===== config.mk =====
export PLATFORM = sky130hd
export DESIGN_NAME = emt_ctrl
export DESIGN_NICKNAME = d
export VERILOG_FILES = /design/src/pkg/emt_pkg.sv /design/src/hdl/emt_ctrl.sv /design/src/hdl/emt_sync.sv
export VERILOG_INCLUDE_DIRS = /design/src /design/src/pkg
export SDC_FILE = /design/constraint.sdc
export NUM_CORES = 1
export LEC_CHECK = 0
export BUFFER_PORTS_ARGS = -buffer_cell sky130_fd_sc_hd__buf_4
export CAP_MARGIN = 20
export CORE_MARGIN = 4
export CORE_UTILIZATION = 49
export DETAILED_ROUTE_END_ITERATION = 8
export GPL_ROUTABILITY_DRIVEN = 0
export GPL_TIMING_DRIVEN = 0
export PLACE_DENSITY = 0.76
export SLEW_MARGIN = 10
export SYNTH_ARGS = -nofsm -noshare
export SYNTH_HDL_FRONTEND = slang
export SYNTH_HIERARCHICAL = 1
export SYNTH_SLANG_ARGS = --single-unit

===== constraint.sdc =====
create_clock -name sys_clk -period 8.5 [get_ports sys_clk]
set_input_delay 0.425 -clock sys_clk [delete_from_list [all_inputs] [get_ports sys_clk]]
set_output_delay 0.425 -clock sys_clk [all_outputs]
set_load 0.02 [all_outputs]

===== src/pkg/emt_map.svh =====
/*
 Register offsets, field positions, reset values and timing counts of the
 external memory strobe timing block. Assumes a 32-bit AHB-Lite register bus.
*/
// Operation
// RULE1 - Strobe width field plus one gives the strobe low time in cycles.
// RULE2 - Address hold field keeps address stable 0 to 3 cycles after strobe.
// RULE3 - Configuration 101, 110, 111: wide moves use non-multiplexed timing.
// RULE4 - Configuration 101, 111: narrow moves non-multiplexed, upper byte undriven.
// RULE5 - Configuration 110: narrow moves non-multiplexed, upper byte from page register.
// RULE6 - Configuration 001, 010, 011: wide moves multiplexed, low byte latched by pulse.
// RULE7 - Configuration 001, 011: narrow moves multiplexed, upper byte undriven.
// RULE8 - Configuration 010: narrow moves multiplexed, upper byte from page register.
// RULE9 - Multiplexed latch pulse stays high for 1 to 4 cycles.
// RULE10 - Multiplexed latch stays low 1 to 4 cycles before strobe phase.
// RULE11 - Write data presented 1 to 19 cycles before write strobe ends.
// RULE12 - Write data kept 0 to 3 cycles after write strobe, per hold.
// RULE13 - Address setup field inserts 0 to 3 cycles before strobe.
// RULE14 - Strobe width field zero gives exactly one cycle strobe.
// RULE15 - Timing register resets to all ones.
// RULE16 - Move lasts setup plus strobe plus hold plus four, plus latch cycles.
// RULE17 - Strobes active low, one per move, both high while idle.
`ifndef EMT_MAP_SVH
`define EMT_MAP_SVH
// ****************************************
// Register offsets
// ****************************************
`define EMT_OFF_TIMING 8'h00
`define EMT_OFF_CONFIG 8'h04
`define EMT_OFF_PAGE 8'h08
`define EMT_OFF_STATUS 8'h0c
// ****************************************
// Field positions
// ****************************************
`define EMT_TC_SETUP_LSB 6
`define EMT_TC_WIDTH_LSB 2
`define EMT_TC_HOLD_LSB 0
`define EMT_CF_MODE_LSB 2
`define EMT_CF_ALE_LSB 0
`define EMT_ST_BUSY_BIT 0
`define EMT_ST_MODE_LSB 1
`define EMT_ST_RDATA_LSB 8
// ****************************************
// Reset values
// ****************************************
`define EMT_RST_TIMING 8'hff
`define EMT_RST_CONFIG 8'h00
`define EMT_RST_PAGE 8'h00
// ****************************************
// Timing counts
// ****************************************
`define EMT_TAIL_CYCLES 4'h3
`define EMT_CAPTURE_DELAY 2
`endif


===== src/pkg/emt_pkg.sv =====
/*
 Types of the external memory strobe timing block.
 Assumes emt_map.svh holds the numbers.
*/
package emt_pkg;
   typedef enum logic [6:0] {
      EMT_IDLE = 7'b0000001,
      EMT_ALEH = 7'b0000010,
      EMT_ALEL = 7'b0000100,
      EMT_SETUP = 7'b0001000,
      EMT_STROBE = 7'b0010000,
      EMT_HOLD = 7'b0100000,
      EMT_TAIL = 7'b1000000
   } emt_state_e;
   typedef logic [7:0] emt_byte_t;
endpackage : emt_pkg

===== src/hdl/emt_ctrl.sv =====
/*
 External memory strobe timing block: AHB-Lite register slave, move sequencer
 and pin drive for an off-chip parallel memory.
 Assumes the core only issues off-chip moves, one at a time, and that the board
 resolves pin levels from the output enables.
*/
`timescale 1ns/1ns
`default_nettype none
`include "emt_map.svh"
module emt_ctrl #(
   parameter int HADDR_W = 8
) (
   // Clock, reset, enable
   input wire logic sys_clk,
   input wire logic rstn,
   input wire logic ce,
   // AHB-Lite slave
   input wire logic hsel,
   input wire logic [HADDR_W-1:0] haddr,
   input wire logic [1:0] htrans,
   input wire logic hwrite,
   input wire logic [2:0] hsize,
   input wire logic [31:0] hwdata,
   input wire logic hready,
   output logic hreadyout,
   output logic hresp,
   output logic [31:0] hrdata,
   // Core move request
   input wire logic reqValid,
   output logic reqReady,
   input wire logic reqWrite,
   input wire logic reqWide,
   input wire logic [15:0] reqAddr,
   input wire emt_pkg::emt_byte_t reqWdata,
   output logic rspValid,
   output emt_pkg::emt_byte_t rspRdata,
   // Memory pins
   output emt_pkg::emt_byte_t memAddrHiOut,
   output logic memAddrHiOe,
   output emt_pkg::emt_byte_t memAddrLoOut,
   output logic memAddrLoOe,
   output emt_pkg::emt_byte_t memDataOut,
   output logic memDataOe,
   input wire emt_pkg::emt_byte_t memDataIn,
   output logic memAle,
   output logic memRdN,
   output logic memWrN
);
   import emt_pkg::*;

   if (HADDR_W < 4 || HADDR_W > 32)
   begin : gBadAddrWidth
      $error("emt_ctrl: HADDR_W must be 4 to 32");
   end

   // ****************************************
   // Reset release
   // ****************************************
   logic rstMeta_q;
   logic rstSync_q;
   logic rstnI;

   always_ff @(posedge sys_clk or negedge rstn)
   begin
      if (!rstn)
      begin
         rstMeta_q <= 1'b0;
         rstSync_q <= 1'b0;
      end
      else
      begin
         rstMeta_q <= 1'b1;
         rstSync_q <= rstMeta_q;
      end
   end

   assign rstnI = rstSync_q;

   // ****************************************
   // Register bus
   // ****************************************
   logic [7:0] timing_q;
   logic [7:0] config_q;
   logic [7:0] page_q;
   logic [7:0] rdata_q;
   logic [7:0] busAddr_q;
   logic busWrite_q;
   logic busRead_q;
   logic busTake;
   logic [7:0] busAddrByte;
   logic selTiming;
   logic selConfig;
   logic selPage;
   logic selStatus;
   logic [31:0] statusWord;

   assign busTake = hsel && htrans[1] && hready;
   // Only the low byte is decoded; wider buses alias
   assign busAddrByte = 8'(haddr);
   assign selTiming = busAddr_q == `EMT_OFF_TIMING;
   assign selConfig = busAddr_q == `EMT_OFF_CONFIG;
   assign selPage = busAddr_q == `EMT_OFF_PAGE;
   assign selStatus = busAddr_q == `EMT_OFF_STATUS;
   assign hreadyout = 1'b1;
   assign hresp = 1'b0;

   always_ff @(posedge sys_clk or negedge rstnI)
   begin
      if (!rstnI)
      begin
         busAddr_q <= 8'h00;
         busWrite_q <= 1'b0;
         busRead_q <= 1'b0;
      end
      else if (ce && hready)
      begin
         busAddr_q <= busAddrByte;
         busWrite_q <= busTake && hwrite;
         busRead_q <= busTake && !hwrite;
      end
   end

   always_ff @(posedge sys_clk or negedge rstnI)
   begin
      if (!rstnI)
      begin
         timing_q <= `EMT_RST_TIMING; // RULE15
         config_q <= `EMT_RST_CONFIG;
         page_q <= `EMT_RST_PAGE;
      end
      else if (ce && busWrite_q)
      begin
         if (selTiming) timing_q <= hwdata[7:0];
         if (selConfig) config_q <= {3'h0, hwdata[4:0]};
         if (selPage) page_q <= hwdata[7:0];
      end
   end

   // ****************************************
   // Mode decode
   // ****************************************
   logic [2:0] modeField;
   logic offChip;
   logic nonMux;
   logic bankSel;

   assign modeField = config_q[`EMT_CF_MODE_LSB +: 3];
   assign offChip = modeField[1:0] != 2'b00;
   assign nonMux = modeField[2]; // RULE3 RULE6
   assign bankSel = modeField[1:0] == 2'b10; // RULE5 RULE8

   // ****************************************
   // Move sequencer
   // ****************************************
   emt_state_e state_q;
   emt_state_e state_d;
   logic [3:0] cnt_q;
   logic [3:0] cnt_d;
   logic [1:0] setup_q;
   logic [3:0] width_q;
   logic [1:0] hold_q;
   logic [1:0] aleW_q;
   logic write_q;
   logic mux_q;
   logic hiDrive_q;
   logic [15:0] addr_q;
   logic [7:0] wdata_q;
   logic phaseDone;
   logic accept;
   logic [3:0] setupLen;
   logic [3:0] holdLen;
   logic [3:0] aleLen;
   logic [3:0] widthLen;

   assign reqReady = ce && (state_q == EMT_IDLE);
   assign accept = reqValid && reqReady;
   assign phaseDone = cnt_q == 4'h0;
   assign setupLen = {2'b00, setup_q} - 4'h1;
   assign holdLen = {2'b00, hold_q} - 4'h1;
   assign aleLen = {2'b00, aleW_q};
   assign widthLen = width_q;
   assign rspValid = (state_q == EMT_TAIL) && phaseDone && ce; // RULE16

   always_comb
   begin
      state_d = state_q;
      cnt_d = phaseDone ? cnt_q : cnt_q - 4'h1;
      case (state_q)
         EMT_IDLE:
         begin
            if (accept)
            begin
               if (!offChip)
               begin
                  state_d = EMT_TAIL;
                  cnt_d = 4'h0;
               end
               else if (!nonMux)
               begin
                  state_d = EMT_ALEH;
                  cnt_d = {2'b00, config_q[`EMT_CF_ALE_LSB +: 2]}; // RULE9
               end
               else if (timing_q[`EMT_TC_SETUP_LSB +: 2] != 2'b00)
               begin
                  state_d = EMT_SETUP;
                  cnt_d = {2'b00, timing_q[`EMT_TC_SETUP_LSB +: 2]} - 4'h1; // RULE13
               end
               else
               begin
                  state_d = EMT_STROBE;
                  cnt_d = timing_q[`EMT_TC_WIDTH_LSB +: 4]; // RULE1 RULE14
               end
            end
         end
         EMT_ALEH:
         begin
            if (phaseDone)
            begin
               state_d = EMT_ALEL;
               cnt_d = aleLen; // RULE10
            end
         end
         EMT_ALEL:
         begin
            if (phaseDone)
            begin
               state_d = (setup_q != 2'b00) ? EMT_SETUP : EMT_STROBE;
               cnt_d = (setup_q != 2'b00) ? setupLen : widthLen; // RULE13
            end
         end
         EMT_SETUP:
         begin
            if (phaseDone)
            begin
               state_d = EMT_STROBE;
               cnt_d = widthLen; // RULE1
            end
         end
         EMT_STROBE:
         begin
            if (phaseDone)
            begin
               state_d = (hold_q != 2'b00) ? EMT_HOLD : EMT_TAIL;
               cnt_d = (hold_q != 2'b00) ? holdLen : `EMT_TAIL_CYCLES - 4'h1; // RULE2
            end
         end
         EMT_HOLD:
         begin
            if (phaseDone)
            begin
               state_d = EMT_TAIL;
               cnt_d = `EMT_TAIL_CYCLES - 4'h1; // RULE16
            end
         end
         EMT_TAIL:
         begin
            if (phaseDone) state_d = EMT_IDLE;
         end
         default:
         begin
            state_d = EMT_IDLE;
            cnt_d = 4'h0;
         end
      endcase
   end

   always_ff @(posedge sys_clk or negedge rstnI)
   begin
      if (!rstnI)
      begin
         state_q <= EMT_IDLE;
         cnt_q <= 4'h0;
      end
      else if (ce)
      begin
         state_q <= state_d;
         cnt_q <= cnt_d;
      end
   end

   // Snapshot so register writes mid-move cannot distort a strobe
   always_ff @(posedge sys_clk or negedge rstnI)
   begin
      if (!rstnI)
      begin
         setup_q <= 2'b00;
         width_q <= 4'h0;
         hold_q <= 2'b00;
         aleW_q <= 2'b00;
         write_q <= 1'b0;
         mux_q <= 1'b0;
         hiDrive_q <= 1'b0;
         addr_q <= 16'h0000;
         wdata_q <= 8'h00;
      end
      else if (ce && accept)
      begin
         setup_q <= timing_q[`EMT_TC_SETUP_LSB +: 2];
         width_q <= timing_q[`EMT_TC_WIDTH_LSB +: 4];
         hold_q <= timing_q[`EMT_TC_HOLD_LSB +: 2];
         aleW_q <= config_q[`EMT_CF_ALE_LSB +: 2];
         write_q <= reqWrite;
         mux_q <= !nonMux;
         hiDrive_q <= reqWide || bankSel; // RULE4 RULE7
         addr_q <= {(reqWide ? reqAddr[15:8] : page_q), reqAddr[7:0]}; // RULE5 RULE8
         wdata_q <= reqWdata;
      end
   end

   // ****************************************
   // Pin drive
   // ****************************************
   logic activePh;
   logic aleAddrPh;
   logic dataPh;
   logic strobePh;

   assign activePh = (state_q == EMT_ALEH) || (state_q == EMT_ALEL) || dataPh;
   assign aleAddrPh = (state_q == EMT_ALEH) || (state_q == EMT_ALEL);
   assign dataPh = (state_q == EMT_SETUP) || (state_q == EMT_STROBE) || (state_q == EMT_HOLD);
   assign strobePh = state_q == EMT_STROBE;

   assign memAddrHiOut = addr_q[15:8];
   assign memAddrHiOe = activePh && hiDrive_q; // RULE4 RULE5 RULE7 RULE8
   assign memAddrLoOut = addr_q[7:0];
   assign memAddrLoOe = activePh && !mux_q; // RULE3 RULE2
   // Shared lines carry the low address while the latch runs, then data
   assign memDataOut = aleAddrPh ? addr_q[7:0] : wdata_q; // RULE6
   assign memDataOe = (mux_q && aleAddrPh) || (write_q && dataPh); // RULE11 RULE12
   assign memAle = state_q == EMT_ALEH; // RULE9 RULE10
   assign memRdN = !(strobePh && !write_q); // RULE17
   assign memWrN = !(strobePh && write_q); // RULE17

   // ****************************************
   // Read capture
   // ****************************************
   emt_byte_t dataSync;
   logic [`EMT_CAPTURE_DELAY-1:0] capPipe_q;
   logic capStart;

   emt_sync #(
      .WIDTH(8)
   ) uDataSync (
      .clk(sys_clk),
      .rstn(rstnI),
      .ce(ce),
      .din(memDataIn),
      .dout(dataSync)
   );

   // Pin value at the last strobe cycle emerges two edges later
   assign capStart = strobePh && phaseDone && !write_q;

   always_ff @(posedge sys_clk or negedge rstnI)
   begin
      if (!rstnI)
      begin
         capPipe_q <= '0;
         rdata_q <= 8'h00;
      end
      else if (ce)
      begin
         capPipe_q <= {capPipe_q[`EMT_CAPTURE_DELAY-2:0], capStart};
         if (capPipe_q[`EMT_CAPTURE_DELAY-1]) rdata_q <= dataSync;
      end
   end

   assign rspRdata = rdata_q;

   // ****************************************
   // Read data
   // ****************************************
   assign statusWord = {16'h0000, rdata_q, 4'h0, modeField, (state_q != EMT_IDLE)};
   assign hrdata = !busRead_q ? 32'h0000_0000 :
                   selTiming ? {24'h000000, timing_q} :
                   selConfig ? {24'h000000, config_q} :
                   selPage ? {24'h000000, page_q} :
                   selStatus ? statusWord : 32'h0000_0000;
endmodule : emt_ctrl
`default_nettype wire


===== src/hdl/emt_sync.sv =====
/*
 Two-stage synchroniser for a bus of pin inputs.
 Assumes the caller's clock enable and synchronised active-low reset.
*/
`timescale 1ns/1ns
`default_nettype none
module emt_sync #(
   parameter int WIDTH = 8
) (
   // Clock and reset
   input wire logic clk,
   input wire logic rstn,
   input wire logic ce,
   // Data
   input wire logic [WIDTH-1:0] din,
   output logic [WIDTH-1:0] dout
);
   logic [WIDTH-1:0] meta_q;
   logic [WIDTH-1:0] sync_q;

   if (WIDTH < 1)
   begin : gBadWidth
      $error("emt_sync: WIDTH must be at least 1");
   end

   // First stage feeds only the second
   always_ff @(posedge clk or negedge rstn)
   begin
      if (!rstn)
      begin
         meta_q <= '0;
         sync_q <= '0;
      end
      else if (ce)
      begin
         meta_q <= din;
         sync_q <= meta_q;
      end
   end

   assign dout = sync_q;
endmodule : emt_sync
`default_nettype wire


[Word-level counts from Yosys, hierarchy flattened]
Cells that the tools add are included.
Storage, ports and cells
  flip-flop bits (word level): 107
  bits in latches: 0
  bits in writable memories: 0
  ROM bits: 0
  input port bits: 86
  output and inout bits: 74
  word-level logic and storage cells: 121
  memories: 0
Cells by class
  add/subtract/negate cells: 4
  multipliers: 0
  divide/modulo/power cells: 0
  order comparisons: 0
  equality and inequality tests: 19
  shift operators: 0
  mux-type cells: 33
  bitwise gates (word level): 0
  reductions and logical operators: 42
Operators by type and width (count)
  $mux W16: 5
  $mux W7: 9
  $pmux W7 S7: 1
  $mux W4: 12
  $pmux W4 S7: 1
  $logic_and A1 B1 Y1: 19
  $eq A8 B4 Y1 const B: 2
  $mux W8: 2
  $mux W5: 3
  $ne A2 B2 Y1 const B: 6
  $sub A2 B1 Y3 const B: 3
  $eq A8 B3 Y1 const B: 1
  $logic_not A8 Y1: 1
  $reduce_and A2 Y1: 4
  $reduce_and A8 Y1: 1
  $reduce_bool A2 Y1: 4
  $eq A7 B1 Y1 const B: 1
  $eq A7 B2 Y1 const B: 1
  $eq A7 B3 Y1 const B: 1
  $eq A7 B4 Y1 const B: 1
  $eq A7 B5 Y1 const B: 1
  $eq A7 B6 Y1 const B: 1
  $eq A7 B7 Y1 const B: 1
  $ne A7 B1 Y1 const B: 1
  6 further kinds: 16

[Depth between registers and ports, before layout]
  depth in word-level cells: 6
  gate-level depth with buffers: 11
  gate-level depth less buffers: 11

[Cells and area by module]
The synthesis kept the hierarchy.
Modules (own cells, without submodules)
  emt_ctrl: instances 1, cells an instance 438, area an instance 4987.3 um^2, sequential area each 2288.4 um^2
  emt_sync: instances 1, cells an instance 34, area an instance 649.4 um^2, sequential area each 400.4 um^2

[Worst setup path after synthesis]
Ideal clock, no wire load.
  path kind: register to output
  from: reg cnt_q[0]
  to: out rspValid
  arrival time: 1.840 ns
  required time: 8.075 ns
  slack: 6.235 ns
  stages on the path, launching flop included: 7
  buffers on the path: 0
  cell sequence: dfrtp_1 -> inv_1 -> ha_1 -> nor2b_1 -> and2_1 -> inv_2 -> nor4_1
Between the ends
  word-level cells in the longest chain between the ends: 3
RTL lines
  start: declaration: line emt_ctrl.sv:157  | logic [3:0] cnt_q;
  start signal: assignment: line emt_ctrl.sv:277  | cnt_q <= cnt_d;
  $logic_not A4 Y1: line emt_ctrl.sv:177  | assign phaseDone = cnt_q == 4'h0;
  $logic_and A1 B1 Y1 (2 in series): line emt_ctrl.sv:182  | assign rspValid = (state_q == EMT_TAIL) && phaseDone && ce;
  end: declaration: line emt_ctrl.sv:35  | output logic rspValid,
Every way passes these cells.

[Worst setup path in the final report]
Ends and elaborated chain as after synthesis.

==> impl_metrics.ini <==
[power_and_ir_drop]
p_switching_uw = 662
power.share.clock_pct = 22.6
switching_share_pct = 35.3
power_frac_comb_pct = 40.3
peakVddDrop_mv = 0.135
p_leak_nw = 3.45
power_density_nw_per_um2 = 266
seqPwrFrac_pct = 37.1
p_int_mw = 1.21

[detailed_routing]
avgRoutedWirePerCell_um = 17.4
routed_wl_um = 13200
dr.first_iter.drc_count = 207
vias = 4111
firstDrtPassIters = 5
drc = 0
viasPerCell = 5.42
ant_nets = 0

[logic_synthesis]
ys_seq_area_share_pct = 47.7
synth-simple-area-share_pct = 12.1
ys_types = 60
synthAdderAreaFrac_pct = 0.888
synth-async-reset-ratio_pct = 100
ys_warn_count = 6
synth_edf_count = 0
synth_ff_type = dfrtp_1
synth_xor_area_share_pct = 0.622
muxShareOfSynthArea_pct = 24.5
synth_top_family_by_area = multiplexers
synth_area_um2 = 5640
synth_seq_cells = 107
synth_compound_area_share_pct = 7.61
avgSynthCellArea_um2 = 11.9
synth_cells = 472

[sta]
slew_viol_final = 0
finalHoldViolCount = 0
tns_ps = 0
timing.fmax_mhz = 354
worst_slack_ps = 5680
post-route-period-util_pct = 33.2
period_needed_ps = 2820
grt_setup_unrepaired = false
worst_pin_slew_ps = 670
setup_violations = 0
maxSlewHeadroom_pct = 55.3
clock_skew_ps = 7.47

[min_path]
whs_path_depth = 2
hold_class = in -> reg

[floorplan]
die_area_um2 = 13300
core-area_um2 = 11000
die_w_um = 115
ioPinCount = 160
floorplan.initialDensity_pct = 51.1
row_count = 38
dieHeight_um = 115

[setup_path]
r2r_cells = 11
start_kind = register
worstPathArrival_ps = 2400
crit_required_ps = 8080
crit_type = reg -> out
cp_max_fo = 6
crit_path_end_kind = output port

[flow_run]
maxCapViolCount = 0

[grt]
antenna_found_initial = 0
grt_first_pass_wirelength_um = 21700
grt_max_degree = 56
grt_pass1_vias = 4251
grtUsageTotal_pct = 20.6
grt-ovfl-total = 0

[clock_tree]
cts_max_level = 3
cts_resized = 0
cts_tree = built
insertion_delay_ps = 340
cts.sinks = 107
cts.clk_slew.worst_paths_ps = 70
clockBufferDepth = 2
cts_setup_buffers = 0
numCtsBuffers = 9
root_buffer = clkbuf_16

[layout]
drive_gt1_share_pct = 43.9
design_area_um2 = 7060
diodes = 0
nets = 704
area_delta_synth_final_pct = 25.2
num-fill-cells = 874

[placed_design]
place_area_um2 = 6750
dp_hpwl_um = 10000
port_buffers = 112
place_ws_ps = 5990

[status]
status = finished, final reports clean
## power groups by stage
stage | clock, mW | sequential [mW] | combinational [mW]
global placement | 0 | 0.702 | 0.733
CTS | 0.430 | 0.696 | 0.756
global route | 0.454 | 0.713 | 0.812
detailed placement | 0 | 0.705 | 0.753
finish | 0.423 | 0.695 | 0.756
floorplan | 0 | 0.742 | 0.448
## flip-flops by register name (all words and copies together) (netlist names), 4 cells and up
register and flops:
wdata_q 8, uDataSync/dout 8, timing_q 8, page_q 8
config_q 5, widthLen 4, cnt_q 4, addr_q 16
rspRdata 8, state_q 7, busAddr_q 8, uDataSync/meta_q 8
## layout make-up
class / instances / area, µm² / area share [%]
Clock inverter: 4 / 48.8 / 0.691
Timing Repair Buffer: 114 / 878 / 12.4
Clock buffer: 11 / 253 / 3.58
Buffer: 42 / 304 / 4.31
Multi-Input combinational cell: 324 / 2650 / 37.5
Inverter: 16 / 60.1 / 0.851
Tap cell: 140 / 175 / 2.48
Sequential cell: 107 / 2690 / 38.1
## kinds of logic (layout without fill, tap and decap cells)
logic type,count (synthesis),count (layout)
buf+inv,58,187
other cells,2,19
flops,107,107
compound gates,64,64
simple gates,121,121
mux,112,112
fa+ha+maj,4,4
xor+xnor,4,4
## critical path, cell delays in order (launching register included)
cell,delay (ps)
dfrtp_1,430
inv_1,100
ha_1,190
nor2b_1,230
and2_1,330
inv_2,130
nor4_1,420
buf_4,220
## metrics by stage
stage	hold WS, ps	cells	power, mW	util, %
4_1_cts	290	758	1.88	64.0
5_1_grt	290	758	1.98	64.0
3_3_place_gp	208	741	1.44	60.9
2_1_floorplan	129	489	1.19	-
6_report	297	758	1.88	64.0
3_5_place_dp	210	742	1.46	61.2
## placed cells by master, fill, tap and decap left out, types with 3 or more instances in the layout
cell       instances
dfstp_2            9
a211oi_1           4
nor4b_1            3
o22ai_1            3
inv_1             15
and2_1            12
nand3_1            8
or3_1              3
ha_1               4
nand2_1           30
a21oi_1            6
buf_6              6
mux2_4            24
nand2b_1           3
buf_2              5
o211ai_1           3
mux4_2             4
nor2b_1           11
buf_1              3
o21ai_0           23
nor2_1            22
dfrtp_1           97
and3_1             7
conb_1            19
xor2_1             3
mux2i_1           13
a22o_1             3
buf_4            133
mux2_1            10
nor3_1             8
clkbuf_1           6
mux2_2            61
clkbuf_16          9
## synthesized netlist by cell type (3+ instances only)
library cell / count / share of area, %
buf_6: 6 / 1.2
dfrtp_1: 98 / 44
and2_1: 12 / 1.3
or3_1: 3 / 0.33
nand2b_1: 3 / 0.33
mux2_2: 61 / 12
nand2_1: 30 / 2.0
buf_1: 3 / 0.20
dfstp_2: 9 / 4.2
nor2b_1: 11 / 1.2
nor2_1: 22 / 1.5
mux4_2: 4 / 1.6
buf_4: 21 / 2.8
a21oi_1: 6 / 0.53
nand3_1: 8 / 0.71
xor2_1: 3 / 0.47
and3_1: 7 / 0.78
ha_1: 4 / 0.89
o21ai_0: 23 / 2.0
buf_2: 5 / 0.44
inv_1: 15 / 1.0
mux2i_1: 13 / 2.3
o211ai_1: 3 / 0.40
a22o_1: 3 / 0.47
nor4b_1: 3 / 0.47
nor3_1: 8 / 0.71
o22ai_1: 3 / 0.33
a211oi_1: 4 / 0.53
mux2_1: 10 / 2.0
mux2_4: 24 / 6.4
clkbuf_1: 6 / 0.40
## per-layer routing
metal / vias up / share of wire [%] / global-route usage, %
met5: - / 0 / 0
met4: 0 / 1.6 / 5.40
met3: 17 / 5.9 / 3.84
met2: 148 / 51 / 34.6
met1: 2017 / 41 / 27.8
li1: 1929 / - / -
## path summary, 6_finish.rpt
| kind | from | end | slack [ps] |
|---|---|---|---|
| setup / recovery | cnt_q[0]$_DFFE_PN0P_ | rspValid | 5680 |
| hold / removal | reqWdata[6] | wdata_q[6]$_DFFE_PN0P_ | 300 |
| setup reg to reg | cnt_q[0]$_DFFE_PN0P_ | cnt_q[0]$_DFFE_PN0P_ | 6060 |
| hold reg to reg | rstMeta_q$_DFF_PN0_ | rstSync_q$_DFF_PN0_ | 360 |
| max in group asynchronous | rstSync_q$_DFF_PN0_ | state_q[0]$_DFFE_PN1P_ | 7400 |
| min in group asynchronous | rstSync_q$_DFF_PN0_ | busAddr_q[7]$_DFFE_PN0P_ | 370 |
## repair_timing
item                                   in CTS  in global routing
endpoints found under the hold margin       2                  0
setup endpoints to repair                   0                  0
hold buffers                                1                  0
No activity file was read; power rests on OpenSTA's default activity.
